File: src/logic/timer_capture_consts.svh
// Register map, field positions, reset values and encodings for the timer capture block
//
// Notes on behaviour
// - Counter rate is bus clock /1, /4, /8, /16
// - Watchdog tick is bus clock over 2^15
// - Counter counts up from zero, wraps, flags overflow
// - Capture pin levels always readable by software
// - Compare-owned pins ignore general-purpose level writes
// - First compare channel may drive pins 7..3
// - Accumulator pin: GPIO, accumulator input, first compare
// - Shared pin: GPIO, capture 4, compare 5, compare 1
// - Selected edge latches counter into capture register
// - Edges synchronised; latch never meets counter increment
// - All sixteen counter bits move in one transfer
// - Reset clears shared pin direction bit: input
// - Reset selects compare 5; set bit enables capture 4
// - Software edges on output shared pin trigger capture
// - Writes to shared register ignored in capture mode
// - Edge code: off, rising, falling, both
// - Four edge pairs, all cleared by reset
// - Channels independent; same period gives same value
// - Capture registers keep contents through reset
// - Capture value read as high and low bytes
// - High-byte read delays a capture one cycle, keeps it
`ifndef TIMER_CAPTURE_CONSTS_SVH
`define TIMER_CAPTURE_CONSTS_SVH

// Byte addresses on the register bus
`define TC_ADDR_PORT_A     8'h00
`define TC_ADDR_PACC       8'h04
`define TC_ADDR_EDGE       8'h08
`define TC_ADDR_COUNT      8'h0C
`define TC_ADDR_FLAG       8'h10
`define TC_ADDR_ENABLE     8'h14
`define TC_ADDR_OC1_MASK   8'h18
`define TC_ADDR_OC_CONNECT 8'h1C
// Capture bytes: addr[7:5] = region, addr[4:3] = channel, addr[2] = low byte
`define TC_CAP_REGION      3'h1

// Reset values and counter maximum
`define TC_COUNT_RESET     16'h0000
`define TC_COUNT_MAX       16'hFFFF
`define TC_BYTE_RESET      8'h00

// Field positions
`define TC_FLAG_OVF        7
`define TC_PIN_SHARED      3

// Edge select codes
`define TC_EDGE_OFF        2'h0
`define TC_EDGE_RISE       2'h1
`define TC_EDGE_FALL       2'h2

// Prescaler masks on the low divider bits, and the divider chain width
`define TC_MASK_DIV1       4'h0
`define TC_MASK_DIV4       4'h3
`define TC_MASK_DIV8       4'h7
`define TC_MASK_DIV16      4'hF
`define TC_WD_CHAIN_W      15

// Bus responses
`define TC_RESP_OKAY       2'h0
`define TC_RESP_SLVERR     2'h2

`endif

File: src/logic/timer_capture_pkg.sv
// Types shared by the timer capture block
package timer_capture_pkg;

  // Pin and prescale control word
  typedef struct packed {
    logic       pa7_dir;
    logic [2:0] spare;
    logic       pa3_direction_bit;
    logic       ch4_capture_select;
    logic [1:0] prescale_select;
  } pacc_t;

  // One-hot write channel states
  typedef enum logic [1:0] {
    WR_IDLE = 2'h1,
    WR_RESP = 2'h2
  } wr_state_t;

endpackage : timer_capture_pkg

File: src/logic/timer_input_capture.sv
// Timer input capture top: counter, port A sharing, AXI4-Lite registers
//
// Local design decisions: the AXI4-Lite interface to the registers and the register offsets.
`timescale 1ns/1ns
`include "timer_capture_consts.svh"
module timer_input_capture #(
  parameter int NCH = 4,
  parameter int CW  = 16
) (
  // Clock and reset
  input  wire logic        aclk,
  input  wire logic        aresetn,
  // AXI4-Lite write address and data
  input  wire logic [7:0]  awaddr,
  input  wire logic        awvalid,
  output logic             awready,
  input  wire logic [31:0] wdata,
  input  wire logic [3:0]  wstrb,
  input  wire logic        wvalid,
  output logic             wready,
  // AXI4-Lite write response
  output logic [1:0]       bresp,
  output logic             bvalid,
  input  wire logic        bready,
  // AXI4-Lite read
  input  wire logic [7:0]  araddr,
  input  wire logic        arvalid,
  output logic             arready,
  output logic [31:0]      rdata,
  output logic [1:0]       rresp,
  output logic             rvalid,
  input  wire logic        rready,
  // Port A pins
  input  wire logic [7:0]  port_a_in,
  output logic [7:0]       port_a_out,
  output logic [7:0]       port_a_oe_n,
  // Compare levels for pins 7..3 from the compare logic
  input  wire logic [4:0]  compare_level,
  // Events out
  output logic             watchdog_tick,
  output logic             capture_irq
);

  timer_capture_pkg::pacc_t     pacc_q;
  timer_capture_pkg::wr_state_t wr_state_q;
  logic [CW-1:0]      count_q;
  logic [7:0]         edge_q, flag_q, enable_q, oc1_mask_q, connect_q, port_out_q;
  logic [NCH-1:0]     block_q, strobe;
  logic [CW-1:0]      cap_value [NCH];
  logic               count_tick, wrap;
  logic               aw_held_q, w_held_q;
  logic [7:0]         aw_addr_q;
  logic [31:0]        w_data_q;
  logic [3:0]         w_strb_q;
  logic [1:0]         bresp_q, rresp_q;
  logic               rvalid_q;
  logic [31:0]        rdata_q;

  // Divider chain and watchdog tap
  timer_prescaler #(.CHAIN_W(`TC_WD_CHAIN_W)) u_prescaler (
    .aclk            (aclk),
    .aresetn         (aresetn),
    .prescale_select (pacc_q.prescale_select),
    .count_tick      (count_tick),
    .watchdog_tick   (watchdog_tick)
  );

  // Free-running counter; nothing but reset can disturb it
  assign wrap = count_tick && (count_q == `TC_COUNT_MAX);
  always_ff @(posedge aclk) begin
    if (!aresetn)        count_q <= `TC_COUNT_RESET;
    else if (count_tick) count_q <= count_q + 1'b1;
  end

  // Pin ownership: compare 5 uses the shared pin only while not capturing
  logic [7:0] owned, pa_drive, pa_dir;
  logic       ch4_pin;
  assign owned    = {oc1_mask_q[7:3], 3'h0} |
                    {1'b0, connect_q[6:4], connect_q[3] && !pacc_q.ch4_capture_select, 3'h0};
  assign pa_dir   = {pacc_q.pa7_dir, 3'h7, pacc_q.pa3_direction_bit, 3'h0};
  assign pa_drive = {owned[7:3] & compare_level | ~owned[7:3] & port_out_q[7:3],
                     port_out_q[2:0]};
  assign port_a_out  = pa_drive;
  assign port_a_oe_n = ~(pa_dir | owned);
  // Driven shared pin feeds its own level back so software writes make edges
  assign ch4_pin = pacc_q.pa3_direction_bit ? pa_drive[`TC_PIN_SHARED]
                                            : port_a_in[`TC_PIN_SHARED];

  // Write channel decode
  logic        aw_hs, w_hs, wr_go, wr_byte0;
  logic [7:0]  wa;
  logic [31:0] wd;
  logic        w_cap, w_mapped, w_ch4, w_ch4_lo;
  assign aw_hs    = awvalid && awready;
  assign w_hs     = wvalid && wready;
  assign wa       = aw_held_q ? aw_addr_q : awaddr;
  assign wd       = w_held_q ? w_data_q : wdata;
  assign wr_byte0 = w_held_q ? w_strb_q[0] : wstrb[0];
  assign wr_go    = (wr_state_q == timer_capture_pkg::WR_IDLE) &&
                    (aw_held_q || aw_hs) && (w_held_q || w_hs);
  assign w_cap    = (wa[7:5] == `TC_CAP_REGION) && (wa[1:0] == 2'h0);
  assign w_mapped = w_cap || (wa[7:5] == 3'h0 && wa[1:0] == 2'h0);
  assign w_ch4    = wr_go && wr_byte0 && w_cap && (wa[4:3] == 2'h3)
                    && !pacc_q.ch4_capture_select;
  assign w_ch4_lo = wa[2];
  assign awready  = (wr_state_q == timer_capture_pkg::WR_IDLE) && !aw_held_q;
  assign wready   = (wr_state_q == timer_capture_pkg::WR_IDLE) && !w_held_q;
  assign bvalid   = (wr_state_q == timer_capture_pkg::WR_RESP);
  assign bresp    = bresp_q;

  // Write channel state: hold whichever of address or data arrives first
  always_ff @(posedge aclk) begin
    if (!aresetn) begin
      wr_state_q <= timer_capture_pkg::WR_IDLE;
      aw_held_q  <= 1'b0;
      w_held_q   <= 1'b0;
      aw_addr_q  <= `TC_BYTE_RESET;
      w_data_q   <= '0;
      w_strb_q   <= '0;
      bresp_q    <= `TC_RESP_OKAY;
    end else begin
      case (wr_state_q)
        timer_capture_pkg::WR_IDLE: begin
          if (wr_go) begin
            wr_state_q <= timer_capture_pkg::WR_RESP;
            aw_held_q  <= 1'b0;
            w_held_q   <= 1'b0;
            bresp_q    <= w_mapped ? `TC_RESP_OKAY : `TC_RESP_SLVERR;
          end else begin
            if (aw_hs) begin
              aw_held_q <= 1'b1;
              aw_addr_q <= awaddr;
            end
            if (w_hs) begin
              w_held_q <= 1'b1;
              w_data_q <= wdata;
              w_strb_q <= wstrb;
            end
          end
        end
        timer_capture_pkg::WR_RESP: begin
          if (bready) wr_state_q <= timer_capture_pkg::WR_IDLE;
        end
        default: wr_state_q <= timer_capture_pkg::WR_IDLE;
      endcase
    end
  end

  // Register writes; only byte lane 0 carries data
  logic wr_ok;
  assign wr_ok = wr_go && wr_byte0;
  always_ff @(posedge aclk) begin
    if (!aresetn) begin
      pacc_q     <= `TC_BYTE_RESET;
      edge_q     <= `TC_BYTE_RESET;
      enable_q   <= `TC_BYTE_RESET;
      oc1_mask_q <= `TC_BYTE_RESET;
      connect_q  <= `TC_BYTE_RESET;
      port_out_q <= `TC_BYTE_RESET;
    end else if (wr_ok) begin
      case (wa)
        `TC_ADDR_PACC:       pacc_q     <= wd[7:0];
        `TC_ADDR_EDGE:       edge_q     <= wd[7:0];
        `TC_ADDR_ENABLE:     enable_q   <= wd[7:0];
        `TC_ADDR_OC1_MASK:   oc1_mask_q <= {wd[7:3], 3'h0};
        `TC_ADDR_OC_CONNECT: connect_q  <= {1'b0, wd[6:3], 3'h0};
        // Owned bits keep their stored level
        `TC_ADDR_PORT_A:     port_out_q <= (port_out_q & owned) | (wd[7:0] & ~owned);
        default:             pacc_q     <= pacc_q;
      endcase
    end
  end

  // Flags: a capture or wrap in the clearing cycle wins over the clear
  logic [7:0] flag_set, flag_clr;
  assign flag_set = {wrap, 3'h0, strobe};
  assign flag_clr = (wr_ok && wa == `TC_ADDR_FLAG) ? wd[7:0] : `TC_BYTE_RESET;
  always_ff @(posedge aclk) begin
    if (!aresetn) flag_q <= `TC_BYTE_RESET;
    else          flag_q <= (flag_q & ~flag_clr) | flag_set;
  end
  assign capture_irq = |(flag_q & enable_q);

  // Capture channels all sample the same stable count
  logic [CW-1:0] ch4_wr_data;
  logic [NCH-1:0] ch_pin, ch_en;
  assign ch4_wr_data = w_ch4_lo ? {cap_value[NCH-1][CW-1:8], wd[7:0]}
                                : {wd[7:0], cap_value[NCH-1][7:0]};
  assign ch_pin = {ch4_pin, port_a_in[2:0]};
  assign ch_en  = {pacc_q.ch4_capture_select, 3'h7};
  for (genvar i = 0; i < NCH; i++) begin : g_ch
    capture_channel #(.W(CW)) u_ch (
      .aclk     (aclk),
      .aresetn  (aresetn),
      .pin      (ch_pin[i]),
      .edge_sel (edge_q[2*i+1 -: 2]),
      .enable   (ch_en[i]),
      .block    (block_q[i]),
      .count    (count_q),
      .wr_en    (w_ch4 && (i == NCH-1)),
      .wr_data  (ch4_wr_data),
      .value_q  (cap_value[i]),
      .strobe   (strobe[i])
    );
  end

  // Read decode
  logic        ar_hs, r_cap, r_mapped;
  logic [1:0]  r_ch;
  logic [15:0] r_capval;
  logic [31:0] r_mux;
  assign arready  = !rvalid_q;
  assign ar_hs    = arvalid && arready;
  assign r_ch     = araddr[4:3];
  assign r_cap    = (araddr[7:5] == `TC_CAP_REGION) && (araddr[1:0] == 2'h0);
  assign r_mapped = r_cap || (araddr[7:5] == 3'h0 && araddr[1:0] == 2'h0);
  assign r_capval = cap_value[r_ch];
  assign r_mux    = r_cap ? {24'h0, araddr[2] ? r_capval[7:0] : r_capval[15:8]} :
                    (araddr == `TC_ADDR_PORT_A)     ? {24'h0, port_a_in} :
                    (araddr == `TC_ADDR_PACC)       ? {24'h0, pacc_q} :
                    (araddr == `TC_ADDR_EDGE)       ? {24'h0, edge_q} :
                    (araddr == `TC_ADDR_COUNT)      ? {16'h0, count_q} :
                    (araddr == `TC_ADDR_FLAG)       ? {24'h0, flag_q} :
                    (araddr == `TC_ADDR_ENABLE)     ? {24'h0, enable_q} :
                    (araddr == `TC_ADDR_OC1_MASK)   ? {24'h0, oc1_mask_q} :
                    (araddr == `TC_ADDR_OC_CONNECT) ? {24'h0, connect_q} : 32'h0;
  assign rvalid = rvalid_q;
  assign rdata  = rdata_q;
  assign rresp  = rresp_q;

  // Read answer one cycle after the address; a high-byte read holds off that channel
  always_ff @(posedge aclk) begin
    if (!aresetn) begin
      rvalid_q <= 1'b0;
      rdata_q  <= '0;
      rresp_q  <= `TC_RESP_OKAY;
      block_q  <= '0;
    end else begin
      block_q <= '0;
      if (ar_hs) begin
        rvalid_q <= 1'b1;
        rdata_q  <= r_mux;
        rresp_q  <= r_mapped ? `TC_RESP_OKAY : `TC_RESP_SLVERR;
        if (r_cap && !araddr[2]) block_q[r_ch] <= 1'b1;
      end else if (rready) begin
        rvalid_q <= 1'b0;
      end
    end
  end

  // Checks
  // Sampled reset keeps the release edge, where the count is still being cleared, out of the check
  property p_count_step;
    @(posedge aclk) disable iff (!aresetn) aresetn && count_tick |=> count_q == $past(count_q) + 16'h0001;
  endproperty
  a_count_step: assert property (p_count_step) else $error("counter did not step");

  property p_wrap_flag;
    @(posedge aclk) disable iff (!aresetn) wrap |=> count_q == 16'h0000 && flag_q[7];
  endproperty
  a_wrap_flag: assert property (p_wrap_flag) else $error("wrap lost");

  property p_div4;
    @(posedge aclk) disable iff (!aresetn)
      count_tick && pacc_q.prescale_select == 2'h1 && $stable(pacc_q) |=> !count_tick [*3];
  endproperty
  a_div4: assert property (p_div4) else $error("divide by four broken");

  property p_cap_value;
    @(posedge aclk) disable iff (!aresetn) strobe[0] |=> cap_value[0] == $past(count_q);
  endproperty
  a_cap_value: assert property (p_cap_value) else $error("capture value wrong");

  property p_block;
    @(posedge aclk) disable iff (!aresetn) block_q[1] |-> !strobe[1];
  endproperty
  a_block: assert property (p_block) else $error("capture during block");

  property p_edge_off;
    @(posedge aclk) disable iff (!aresetn) edge_q[1:0] == 2'h0 |-> !strobe[0];
  endproperty
  a_edge_off: assert property (p_edge_off) else $error("disabled channel captured");

  property p_ch4_gate;
    @(posedge aclk) disable iff (!aresetn) !pacc_q.ch4_capture_select |-> !strobe[3];
  endproperty
  a_ch4_gate: assert property (p_ch4_gate) else $error("capture 4 while compare 5");

  property p_owned_pin;
    @(posedge aclk) disable iff (!aresetn) owned[6] |-> port_a_out[6] == compare_level[3];
  endproperty
  a_owned_pin: assert property (p_owned_pin) else $error("owned pin not from compare");

  property p_flag_set;
    @(posedge aclk) disable iff (!aresetn) strobe[2] |=> flag_q[2];
  endproperty
  a_flag_set: assert property (p_flag_set) else $error("capture flag not set");

  property p_same_value;
    @(posedge aclk) disable iff (!aresetn) strobe[0] && strobe[1] |=> cap_value[0] == cap_value[1];
  endproperty
  a_same_value: assert property (p_same_value) else $error("channels disagree");

  c_capture:  cover property (@(posedge aclk) strobe[0]);
  c_wrap:     cover property (@(posedge aclk) wrap);
  c_delayed:  cover property (@(posedge aclk) block_q[0] ##1 strobe[0]);
  c_ch4:      cover property (@(posedge aclk) strobe[3]);
  c_irq:      cover property (@(posedge aclk) capture_irq);

  // A capture held off by a high-byte read lands on the very next cycle
  property p_block_land;
    @(posedge aclk) disable iff (!aresetn)
      block_q[0] && g_ch[0].u_ch.pending_q && g_ch[0].u_ch.armed |=> strobe[0] || !g_ch[0].u_ch.armed;
  endproperty
  a_block_land: assert property (p_block_land) else $error("held capture lost");

  // Capture mode freezes the shared register against software
  property p_ch4_hold;
    @(posedge aclk) disable iff (!aresetn) pacc_q.ch4_capture_select && !strobe[3] |=> $stable(cap_value[3]);
  endproperty
  a_ch4_hold: assert property (p_ch4_hold) else $error("shared register written in capture mode");

  // The tap pulses once per chain period, never on nearby cycles
  property p_wdog_gap;
    @(posedge aclk) disable iff (!aresetn) watchdog_tick |=> !watchdog_tick [*8];
  endproperty
  a_wdog_gap: assert property (p_wdog_gap) else $error("watchdog tap too frequent");

  // A port write leaves every compare-owned level as it was
  property p_port_keep;
    @(posedge aclk) disable iff (!aresetn)
      aresetn && wr_ok && wa == `TC_ADDR_PORT_A |=>
        (port_out_q & $past(owned)) == ($past(port_out_q) & $past(owned));
  endproperty
  a_port_keep: assert property (p_port_keep) else $error("owned port level overwritten");

  // Direction bit clear and no compare owner: the shared pin stays an input
  property p_shared_in;
    @(posedge aclk) disable iff (!aresetn) !pacc_q.pa3_direction_bit && !owned[3] |-> port_a_oe_n[3];
  endproperty
  a_shared_in: assert property (p_shared_in) else $error("shared pin driven while input");

endmodule : timer_input_capture

File: src/logic/timer_prescaler.sv
// Divider chain: counter tick enable and watchdog tap
`timescale 1ns/1ns
`include "timer_capture_consts.svh"
module timer_prescaler #(
  parameter int CHAIN_W = `TC_WD_CHAIN_W
) (
  // Clock and reset
  input  wire logic       aclk,
  input  wire logic       aresetn,
  // Rate select
  input  wire logic [1:0] prescale_select,
  // Enables
  output logic            count_tick,
  output logic            watchdog_tick
);

  logic [CHAIN_W-1:0] chain_q;
  logic [3:0]         mask;

  // Chain runs at the bus clock
  always_ff @(posedge aclk) begin
    if (!aresetn) chain_q <= '0;
    else          chain_q <= chain_q + 1'b1;
  end

  // Rate select picks how many low bits must be all ones
  assign mask = (prescale_select == 2'h0) ? `TC_MASK_DIV1 :
                (prescale_select == 2'h1) ? `TC_MASK_DIV4 :
                (prescale_select == 2'h2) ? `TC_MASK_DIV8 : `TC_MASK_DIV16;
  assign count_tick    = ((chain_q[3:0] & mask) == mask);
  assign watchdog_tick = &chain_q;

endmodule : timer_prescaler

File: src/logic/capture_channel.sv
// One capture channel: edge detect, synchroniser stage and capture latch
`timescale 1ns/1ns
`include "timer_capture_consts.svh"
module capture_channel #(
  parameter int W = 16
) (
  // Clock and reset
  input  wire logic         aclk,
  input  wire logic         aresetn,
  // Event input and configuration
  input  wire logic         pin,
  input  wire logic [1:0]   edge_sel,
  input  wire logic         enable,
  input  wire logic         block,
  // Counter and software load
  input  wire logic [W-1:0] count,
  input  wire logic         wr_en,
  input  wire logic [W-1:0] wr_data,
  // Results
  output logic [W-1:0]      value_q,
  output logic              strobe
);

  logic prev_q;
  logic pending_q;
  logic hit;
  logic armed;

  // Edge decode on the sampled pin
  assign armed  = enable && (edge_sel != `TC_EDGE_OFF);
  assign hit    = armed && ((edge_sel[0] && pin && !prev_q) ||
                            (edge_sel[1] && !pin && prev_q));
  // A blocked transfer waits; it is dropped only if the channel is disarmed
  assign strobe = pending_q && armed && !block;

  // Pending stage: the edge waits one cycle before the latch
  always_ff @(posedge aclk) begin
    if (!aresetn) begin
      prev_q    <= 1'b0;
      pending_q <= 1'b0;
    end else begin
      prev_q    <= pin;
      pending_q <= armed && (hit || (pending_q && block));
    end
  end

  // Latch has no reset so captured times survive it
  always_ff @(posedge aclk) begin
    if (strobe)     value_q <= count;
    else if (wr_en) value_q <= wr_data;
  end

endmodule : capture_channel

File: config.mk
export PLATFORM = sky130hd
export DESIGN_NAME = timer_input_capture
export DESIGN_NICKNAME = d
export VERILOG_FILES = /design/src/logic/timer_capture_pkg.sv /design/src/logic/timer_input_capture.sv /design/src/logic/timer_prescaler.sv /design/src/logic/capture_channel.sv
export VERILOG_INCLUDE_DIRS = /design/src /design/src/logic
export SDC_FILE = /design/constraint.sdc
export NUM_CORES = 1
export LEC_CHECK = 0
export ABC_AREA = 1
export BUFFER_PORTS_ARGS = -buffer_cell sky130_fd_sc_hd__buf_2
export CAP_MARGIN = 15
export CORE_MARGIN = 4
export CORE_UTILIZATION = 52
export DETAILED_ROUTE_END_ITERATION = 12
export PLACE_DENSITY = 0.76
export SETUP_SLACK_MARGIN = 0.4
export SKIP_CTS_REPAIR_TIMING = 1
export SYNTH_ARGS = -nofsm -noshare
export SYNTH_HDL_FRONTEND = slang
export SYNTH_SLANG_ARGS = --single-unit
File: constraint.sdc
create_clock -name aclk -period 2.1 [get_ports aclk]
set_input_delay 0.42 -clock aclk [delete_from_list [all_inputs] [get_ports aclk]]
set_output_delay 0.42 -clock aclk [all_outputs]
set_load 0.005 [all_outputs]
==> flow_summary.toml, run 1 <==
[timing]
clock_skew_ns = 0.00728
setup_viol_count_final = 1
slew_headroom = 0.548
final_max_slew_viol_count = 0
setup_ws_ns = -0.419
hold_violations = 0
fin_crit_sh = 1.20
holdWs_ns = 0.209
fmax_ghz = 0.397
tightestPinTransition_ns = 0.677
rsz0062_at_grt = "true"
period_needed_ns = 2.52

[power_and_ir_drop]
power_mw = 8.64
power_leakage_nw = 4.70
vdd_drop_max_mv = 0.704
pwr-share-seq = 0.473
combPwrFrac = 0.151
sw_frac_of_total = 0.277
p_per_area_nw_per_um2 = 744
internal_power_mw = 6.25
power_switching_mw = 2.39
p_clk_frac = 0.376

[layout]
nets = 1362
drive_above_1_share = 0.304
syn2layout_area_growth_pct = 28.5
design_area_um2 = 11600
finalNonFillerCells = 1521
diodes = 0

[placed_design]
dp_cells = 1450
io_buffers = 79
dpl.hpwl_mm = 17.5
place_ws_ns = -0.0549
globalplace.congestion = 0.902
place_area_um2 = 9920

[logic_synthesis]
async_reset_ff_frac = 0
postSynthAreaPerCell_um2 = 7.93
yosys_most_used_dff = "dfxtp_1"
yosysTopAreaCell = "dfxtp_1"
ys_ff_latch = 196
yosysUniqueCellTypes = 50
syn_area_um2 = 9040
yosys_warnings = 0
synth-edff-count = 64
synth-seq-area-share = 0.505
synth_top_cell_area_share = 0.292
netlist_instances = 1140
synthTopCellsByArea = "dfxtp_1 29%, edfxtp_1 21%, nand2_1 8.6%"

[clock_network]
h-tree-depth = 4
cts_tree = "yes"
cts.clk_slew.worst_paths_ns = 0.07
cts_made_buffers = 17
clock_path_buffers = 2
clock-sinks = 196
root_buffer = "clkbuf_16"
worstSkewPairLatency_ns = 0.44

[worst_setup_path]
cp.required_ns = 1.68
crit_family = "simple AND/OR/NAND/NOR gates"
crit_buf_inv = 1
startpoint_type = "flip-flop"
slowest_delay_ns = 0.35
endpoint_kind = "primary output"
cp_max_fo = 3
crit_type = "flip-flop to primary output"
slowest_stage = "dfxtp_2"
cp_cell_sequence = "ha_4 > nand2_4 > nor2_4 > nand2_2 > nor2_4 > nand2_2 > nor2_4 > nand3_2 > nor2_4 > nand3_2 > nor3_2 > buf_2"
path_common_cell = "nor2_4"
cp_data_arrival_time_ns = 2.10

[routing]
ant_nets = 0
vias = 8601
drt_iter0_markers = 808
routed_wl_mm = 27.3
first_pass_iters = 5
wl_per_cell_um = 18.0
vias_per_cell = 5.65
drcViolationCount = 0

[global_routing]
grt_pass1_wl_mm = 38.5
grt_pass1_vias = 7369
grt-ovfl-total = 0
grt_start_max_net_pins = 58
grt_usage = 0.247
antenna_found_initial = 0

[hold_path]
hp-class = "input pin to flip-flop"

[floorplan]
rows = 47
io_pins = 131
dieArea_um2 = 19500
placeableCoreArea_um2 = 16800
start_util = 0.537
die_w_um = 140
fp.dieH_um = 140

[run]
cap_violations = 0

[outcome]
violations = "setup timing"
outcome = "complete, but fails checks"
power groups by stage:
| stage | logic [mW] | registers [mW] | clock network, mW |
|---|---|---|---|
| finish | 1.30 | 4.09 | 3.25 |
| global route | 1.41 | 4.10 | 3.42 |
| CTS | 0.986 | 4.08 | 3.25 |
| detailed placement | 0.982 | 4.16 | 0 |
| global placement | 0.966 | 4.16 | 0 |
| floorplan | 0.660 | 4.14 | 0 |
logic make-up after synthesis:
group,Yosys count,share of synthesized area
XOR/XNOR,6,0.00582
flip-flops,196,0.505
AND/OR/NAND/NOR,538,0.262
buffers and inverters,182,0.0912
other,2,0.000831
AO/OA/AOI/OAI,214,0.133
adder cells (fa/ha/maj),2,0.00277
worst register-to-register path: cells and delay by family (launching register included):
kind | cells | cell delay, ns
flip-flops | 1 | 0.34
AO/OA/AOI/OAI | 1 | 0.22
buffers and inverters | 4 | 0.44
AND/OR/NAND/NOR | 7 | 0.91
area by class of cell:
type,count,area (um^2)
multi-input cells,787,4500
clock buffers,20,447
flip-flops and latches,196,4590
inverters,120,485
fillers,1255,5210
well taps,220,275
repair buffers,166,1180
clock inverters,12,129
metrics by stage:
stage | utilization | TNS (ns)
global route | 0.690 | -0.585
CTS | 0.624 | -0.645
detailed placement | 0.590 | -0.278
finish | 0.690 | -0.419
floorplan | - | 0
global placement | 0.590 | -0.233
cell usage after synthesis (17+ instances only):
cell type,count
edfxtp_1,64
nand3_1,70
nand4_1,22
nor2_1,180
dfxtp_1,132
o22ai_1,17
inv_1,113
nor3_1,20
clkbuf_1,20
a21oi_1,73
buf_4,29
nand2_1,208
o21ai_0,85
cell usage in the layout (no fill, tap or decap), drive strengths merged:
cell type / netlist / layout
a211oi: 1 / 1
a21oi: 73 / 73
a221oi: 2 / 2
a22oi: 6 / 6
a311o: 1 / 1
a31oi: 1 / 1
buf: 41 / 166
bufinv: 0 / 2
clkbuf: 21 / 20
clkinv: 2 / 9
clkinvlp: 0 / 2
conb: 2 / 24
dfxtp: 132 / 132
edfxtp: 64 / 64
ha: 2 / 2
inv: 118 / 119
nand2: 212 / 214
nand3: 74 / 75
nand3b: 4 / 4
nand4: 22 / 22
nor2: 187 / 187
nor3: 20 / 20
nor3b: 4 / 4
nor4: 2 / 2
o2111ai: 2 / 2
o211ai: 2 / 2
o21a: 3 / 3
o21ai: 100 / 100
o221ai: 4 / 4
o22ai: 17 / 17
o31ai: 2 / 2
or2: 12 / 12
or3b: 1 / 1
xor2: 6 / 6
flip-flops by register name, summed over array words and instances, names as in the netlist, 2 cells and up, named ones only:
signal,cells
w_data_q,8
aw_addr_q,8
port_out_q,3
edge_q,8
flag_q,8
connect_q,4
g_ch.u_ch.value_q,64
enable_q,8
pa_dir,2
g_ch.u_ch.prev_q,4
pacc_q,5
g_ch.u_ch.pending_q,4
count_q,16
block_q,4
wr_state_q,2
rdata,16
oc1_mask_q,5
u_prescaler.chain_q,15
layer usage:
metal	vias up	GRT usage	routed length, um
met5	-	0	0
met4	0	0.0954	1230
met3	92	0.0477	2300
met2	442	0.402	13100
met1	4015	0.328	10700
li1	4052	-	-
worst paths after layout:
kind / start / end / slack [ns] / cells after the start
worst min-delay path: port_a_in[0] / g_ch[0].u_ch.prev_q$_SDFF_PN0_ / 0.21 / 3
worst max-delay path: u_prescaler.chain_q[1]$_SDFF_PN0_ / watchdog_tick / -0.42 / 12
worst min register to register: enable_q[1]$_SDFFE_PN0P_ / enable_q[1]$_SDFFE_PN0P_ / 0.47 / 2
worst max register to register: wr_state_q[0]$_SDFFE_PN1P_ / edge_q[7]$_SDFFE_PN0P_ / 0.14 / 12
No activity file was read; power rests on OpenSTA's default activity.
==> run 2, diff against run 1 <==
--- a/config.mk
+++ b/config.mk
@@ -13,7 +13,7 @@
 export CORE_UTILIZATION = 52
 export DETAILED_ROUTE_END_ITERATION = 12
 export PLACE_DENSITY = 0.76
-export SETUP_SLACK_MARGIN = 0.4
+export SETUP_SLACK_MARGIN = 0.3
 export SKIP_CTS_REPAIR_TIMING = 1
 export SYNTH_ARGS = -nofsm -noshare
 export SYNTH_HDL_FRONTEND = slang
==> run 2 against run 1 <==
The run still ends with setup timing left. Clock power is 2% higher. Clock-buffer cell count is 4 higher. Worst setup slack worse by 0.089 ns. Final cell count is 0.20% lower. First-iteration DRC count is 6.9% higher. Maximum frequency is 3.4% lower. Clock skew is 0.0061 ns higher. Power is 0.13% lower. Hold slack better by 0.0011 ns. Register-to-register slack better by 0.08 ns. Largest power group unchanged.
==> flow_summary.toml, run 2 (same netlist as run 1, synthesis figures left out) <==
[timing]
hold_violations = 0
fin_crit_sh = 1.24
setup_viol_count_final = 1
holdWs_ns = 0.211
period_needed_ns = 2.61
clock_skew_ns = 0.0134
tightestPinTransition_ns = 0.673
rsz0062_at_grt = "true"
setup_ws_ns = -0.508
slew_headroom = 0.551
fmax_ghz = 0.383
final_max_slew_viol_count = 0

[floorplan]
die_w_um = 140
fp.dieH_um = 140
io_pins = 131
rows = 47
placeableCoreArea_um2 = 16800
start_util = 0.537
dieArea_um2 = 19500

[power_and_ir_drop]
vdd_drop_max_mv = 0.625
power_leakage_nw = 4.62
p_per_area_nw_per_um2 = 770

[worst_setup_path]
cp_max_fo = 3
slowest_stage = "dfxtp_2"
crit_type = "flip-flop to primary output"
startpoint_type = "flip-flop"
cp_cell_sequence = "ha_4 > nand2_4 > nor2_4 > nand2_2 > nor2_2 > nand2_1 > nor2_2 > nand3_2 > nor2_4 > nand3_2 > nor3_2 > buf_2"
slowest_delay_ns = 0.35
cp_data_arrival_time_ns = 2.19
cp.required_ns = 1.68
endpoint_kind = "primary output"

[routing]
routed_wl_mm = 25.9
vias = 8356
first_pass_iters = 5
vias_per_cell = 5.50
ant_nets = 0
drt_iter0_markers = 864
wl_per_cell_um = 17.0
drcViolationCount = 0

[layout]
diodes = 0
largest_register_ff_count = 64
final_common_cell = "nand2_1"
design_area_um2 = 11200
top_register = "g_ch.u_ch.value_q"
layout_common_cells = "196 x nand2_1, 161 x nor2_1, 120 x dfxtp_1"
drive_above_1_share = 0.245
nets = 1359
finalNonFillerCells = 1518
syn2layout_area_growth_pct = 23.9

[clock_network]
worstSkewPairLatency_ns = 0.44
root_buffer = "clkbuf_16"
clock_path_buffers = 2
clock-sinks = 196
h-tree-depth = 4
cts.clk_slew.worst_paths_ns = 0.07
cts_tree = "yes"
cts_made_buffers = 17

[global_routing]
grt_usage = 0.250
antenna_found_initial = 0
grt_pass1_vias = 7420
grt-ovfl-total = 0
grt_start_max_net_pins = 75
grt_pass1_wl_mm = 38.9

[placed_design]
io_buffers = 79
dpl.hpwl_mm = 17.7
dp_cells = 1464
place_area_um2 = 9990
globalplace.congestion = 0.905

[outcome]
outcome = "complete, but fails checks"
violations = "setup timing"

[hold_path]
hp-class = "input pin to flip-flop"

[run]
cap_violations = 0
## run 2: power by group
part / switching (mW) / leakage [nW] / internal, mW
Clock: 1.42 / 0.296 / 1.88
Combinational: 0.775 / 2.63 / 0.455
Sequential: 0.0788 / 1.70 / 4.01
Total: 2.27 / 4.62 / 6.35
## run 2: per-layer routing
layer,global-route usage,wire length [um]
met4,0.101,942
met5,0,0
met3,0.0508,2080
met2,0.403,12300
met1,0.331,10500
## run 2: critical path, delay by kind of cell, from the launching register on
family,cells,cell delay (ns)
and+or+nand+nor,10,1.10
DFF,1,0.35
adders and majority gates,1,0.15
buffers and inverters,1,0.13
## run 2: area by class of cell
class	instances	area [um^2]
clock buffer	24	529
clock inverter	8	68.8
fill	1371	5620
inverter	120	474
multi-input combinational	785	4160
sequential	196	4580
tap	220	275
timing repair buffer	164	1100
timing repair inverter	1	7.51
## run 2: through the flow
| step | setup WS [ns] | utilization | TNS (ns) | total power [mW] |
|---|---|---|---|---|
| 4_1_cts | -0.533 | 0.629 | -0.603 | 8.45 |
| 5_1_grt | -0.668 | 0.666 | -0.668 | 8.92 |
| 6_report | -0.508 | 0.666 | -0.508 | 8.63 |
| 3_3_place_gp | -0.0519 | 0.594 | -0.129 | 5.18 |
| 3_5_place_dp | -0.116 | 0.594 | -0.527 | 5.20 |
| 2_1_floorplan | 0.168 | - | 0 | 4.78 |
## run 2: worst paths after layout
check / startpoint / endpoint / slack (ns) / cells past startpoint
max reg2reg: wr_state_q[0]$_SDFFE_PN1P_ / edge_q[3]$_SDFFE_PN0P_ / 0.22 / 13
min: port_a_in[2] / g_ch[2].u_ch.prev_q$_SDFF_PN0_ / 0.21 / 3
min reg2reg: rdata[10]$_SDFFE_PN0P_ / rdata[10]$_SDFFE_PN0P_ / 0.46 / 2
max: u_prescaler.chain_q[0]$_SDFF_PN0_ / watchdog_tick / -0.51 / 12
==> run 3, diff against run 2 <==
--- a/config.mk
+++ b/config.mk
@@ -10,9 +10,9 @@
 export BUFFER_PORTS_ARGS = -buffer_cell sky130_fd_sc_hd__buf_2
 export CAP_MARGIN = 15
 export CORE_MARGIN = 4
-export CORE_UTILIZATION = 52
+export CORE_UTILIZATION = 45
 export DETAILED_ROUTE_END_ITERATION = 12
-export PLACE_DENSITY = 0.76
+export PLACE_DENSITY = 0.68
 export SETUP_SLACK_MARGIN = 0.3
 export SKIP_CTS_REPAIR_TIMING = 1
 export SYNTH_ARGS = -nofsm -noshare
==> run 3 against run 2 <==
The flow still finishes with violations (setup timing). Register-to-register slack better by 0.08 ns. Maximum frequency is 6.3% higher. Routed wire length is 5.0% lower. Critical path depth stayed put.
==> flow_summary.toml, run 3 (same netlist as run 1, synthesis figures left out) <==
[outcome]
outcome = "complete, but fails checks"
violations = "setup timing"

[routing]
routed_wl_mm = 24.6
first_pass_iters = 6
wl_per_cell_um = 15.8
vias = 8024
drt_iter0_markers = 703
ant_nets = 0
drcViolationCount = 0
vias_per_cell = 5.18

[worst_setup_path]
r2r_start = "aw_held_q$_SDFFE_PN0P_"
reg2reg_to = "g_ch[3].u_ch.value_q[14]$_DFFE_PP_"
rrSetupSlack_ns = 0.30
cp_data_arrival_time_ns = 2.03
critPathLaunch = "u_prescaler.chain_q[0]$_SDFF_PN0_"
cp.required_ns = 1.68
worstRegToRegCells = 6
startpoint_type = "flip-flop"
endpoint_kind = "primary output"
cp_max_fo = 3
crit_type = "flip-flop to primary output"

[clock_network]
clock-sinks = 196
clock_path_buffers = 2
cts.clk_slew.worst_paths_ns = 0.07
cts_made_buffers = 17
h-tree-depth = 4
root_buffer = "clkbuf_16"
cts_tree = "yes"
worstSkewPairLatency_ns = 0.44

[timing]
setup_viol_count_final = 1
setup_ws_ns = -0.354
fmax_ghz = 0.407
fin_crit_sh = 1.17
clock_skew_ns = 0.0121
holdWs_ns = 0.212
rsz0062_at_grt = "true"
final_max_slew_viol_count = 0
hold_violations = 0
finalSetupTns_ns = -0.354
period_needed_ns = 2.45

[power_and_ir_drop]
pwr-share-seq = 0.493
vdd_drop_max_mv = 0.537
sw_frac_of_total = 0.278
power_switching_mw = 2.30
combPwrFrac = 0.142
internal_power_mw = 5.98
power_leakage_nw = 4.48
power_mw = 8.28
p_clk_frac = 0.365
p_per_area_nw_per_um2 = 754

[global_routing]
grt-ovfl-total = 0
antenna_found_initial = 0
grt_pass1_vias = 7329
grt_usage = 0.219
grt_start_max_net_pins = 70
grt_pass1_wl_mm = 38.3

[hold_path]
whs_path_depth = 3
min_from = "port_a_in[0]"
min_to = "g_ch[0].u_ch.prev_q$_SDFF_PN0_"
hp-class = "input pin to flip-flop"

[placed_design]
place_area_um2 = 10000
globalplace.congestion = 0.891
dpl.hpwl_mm = 17.7
place_ws_ns = -0.0107
io_buffers = 79
dp_cells = 1501

[layout]
syn2layout_area_growth_pct = 21.6
fillerInstances = 1771
nets = 1346
top_register = "g_ch.u_ch.value_q"
finalNonFillerCells = 1550
diodes = 0
final_common_cell = "nand2_1"
largest_register_ff_count = 64
drive_above_1_share = 0.221
layout_common_cells = "199 x nand2_1, 169 x nor2_1, 121 x dfxtp_1"
design_area_um2 = 11000
utilization = 0.561

[floorplan]
fp.dieH_um = 150
io_pins = 131
rows = 51
die_w_um = 150
start_util = 0.461
dieArea_um2 = 22400
placeableCoreArea_um2 = 19600

[run]
cap_violations = 0
-- run 3: worst max-delay path by stage --
stage,endpoint,slack [ns],depth (start not counted)
detailed placement,watchdog_tick,-0.01,12
global placement,watchdog_tick,-0.02,12
global route,watchdog_tick,-0.53,12
finish,watchdog_tick,-0.35,12
CTS,watchdog_tick,-0.49,12
floorplan,watchdog_tick,0.17,11
-- run 3: critical path, stage by stage (launching register included) --
cell	delay (ns)
dfxtp_2	0.35
ha_4	0.15
nand2_4	0.06
nor2_4	0.09
nand2_1	0.07
nor2_2	0.09
nand2_1	0.08
nor2_2	0.16
nand3_2	0.12
nor2_4	0.11
nand3_2	0.08
nor3_2	0.10
buf_2	0.13
-- run 3: final cells by class --
type                       count  area (um^2)  share of cell area
clock buffer                  18          429              0.0391
clock inverter                14          106             0.00968
inverter                     120          473              0.0430
multi-input combinational    784         4040               0.368
sequential                   196         4580               0.417
tap                          265          332              0.0302
timing repair buffer         153         1020              0.0931
-- run 3: power by group through the flow --
| stage | registers, mW | logic (mW) | clock network [mW] |
|---|---|---|---|
| after floorplan | 4.14 | 0.644 | 0 |
| after global placement | 4.15 | 1.02 | 0 |
| after detailed placement | 4.16 | 1.04 | 0 |
| after CTS | 4.07 | 1.04 | 3.05 |
| after global routing | 4.09 | 1.29 | 3.22 |
| final | 4.08 | 1.18 | 3.02 |
-- run 3: per-layer routing --
metal / track usage / wire (um) / vias up / part of all wire
li1: - / - / 3999 / -
met1: 0.292 / 10600 / 3709 / 0.43
met2: 0.364 / 11800 / 289 / 0.48
met3: 0.0451 / 1720 / 27 / 0.070
met4: 0.0586 / 463 / 0 / 0.019
met5: 0 / 0 / - / 0
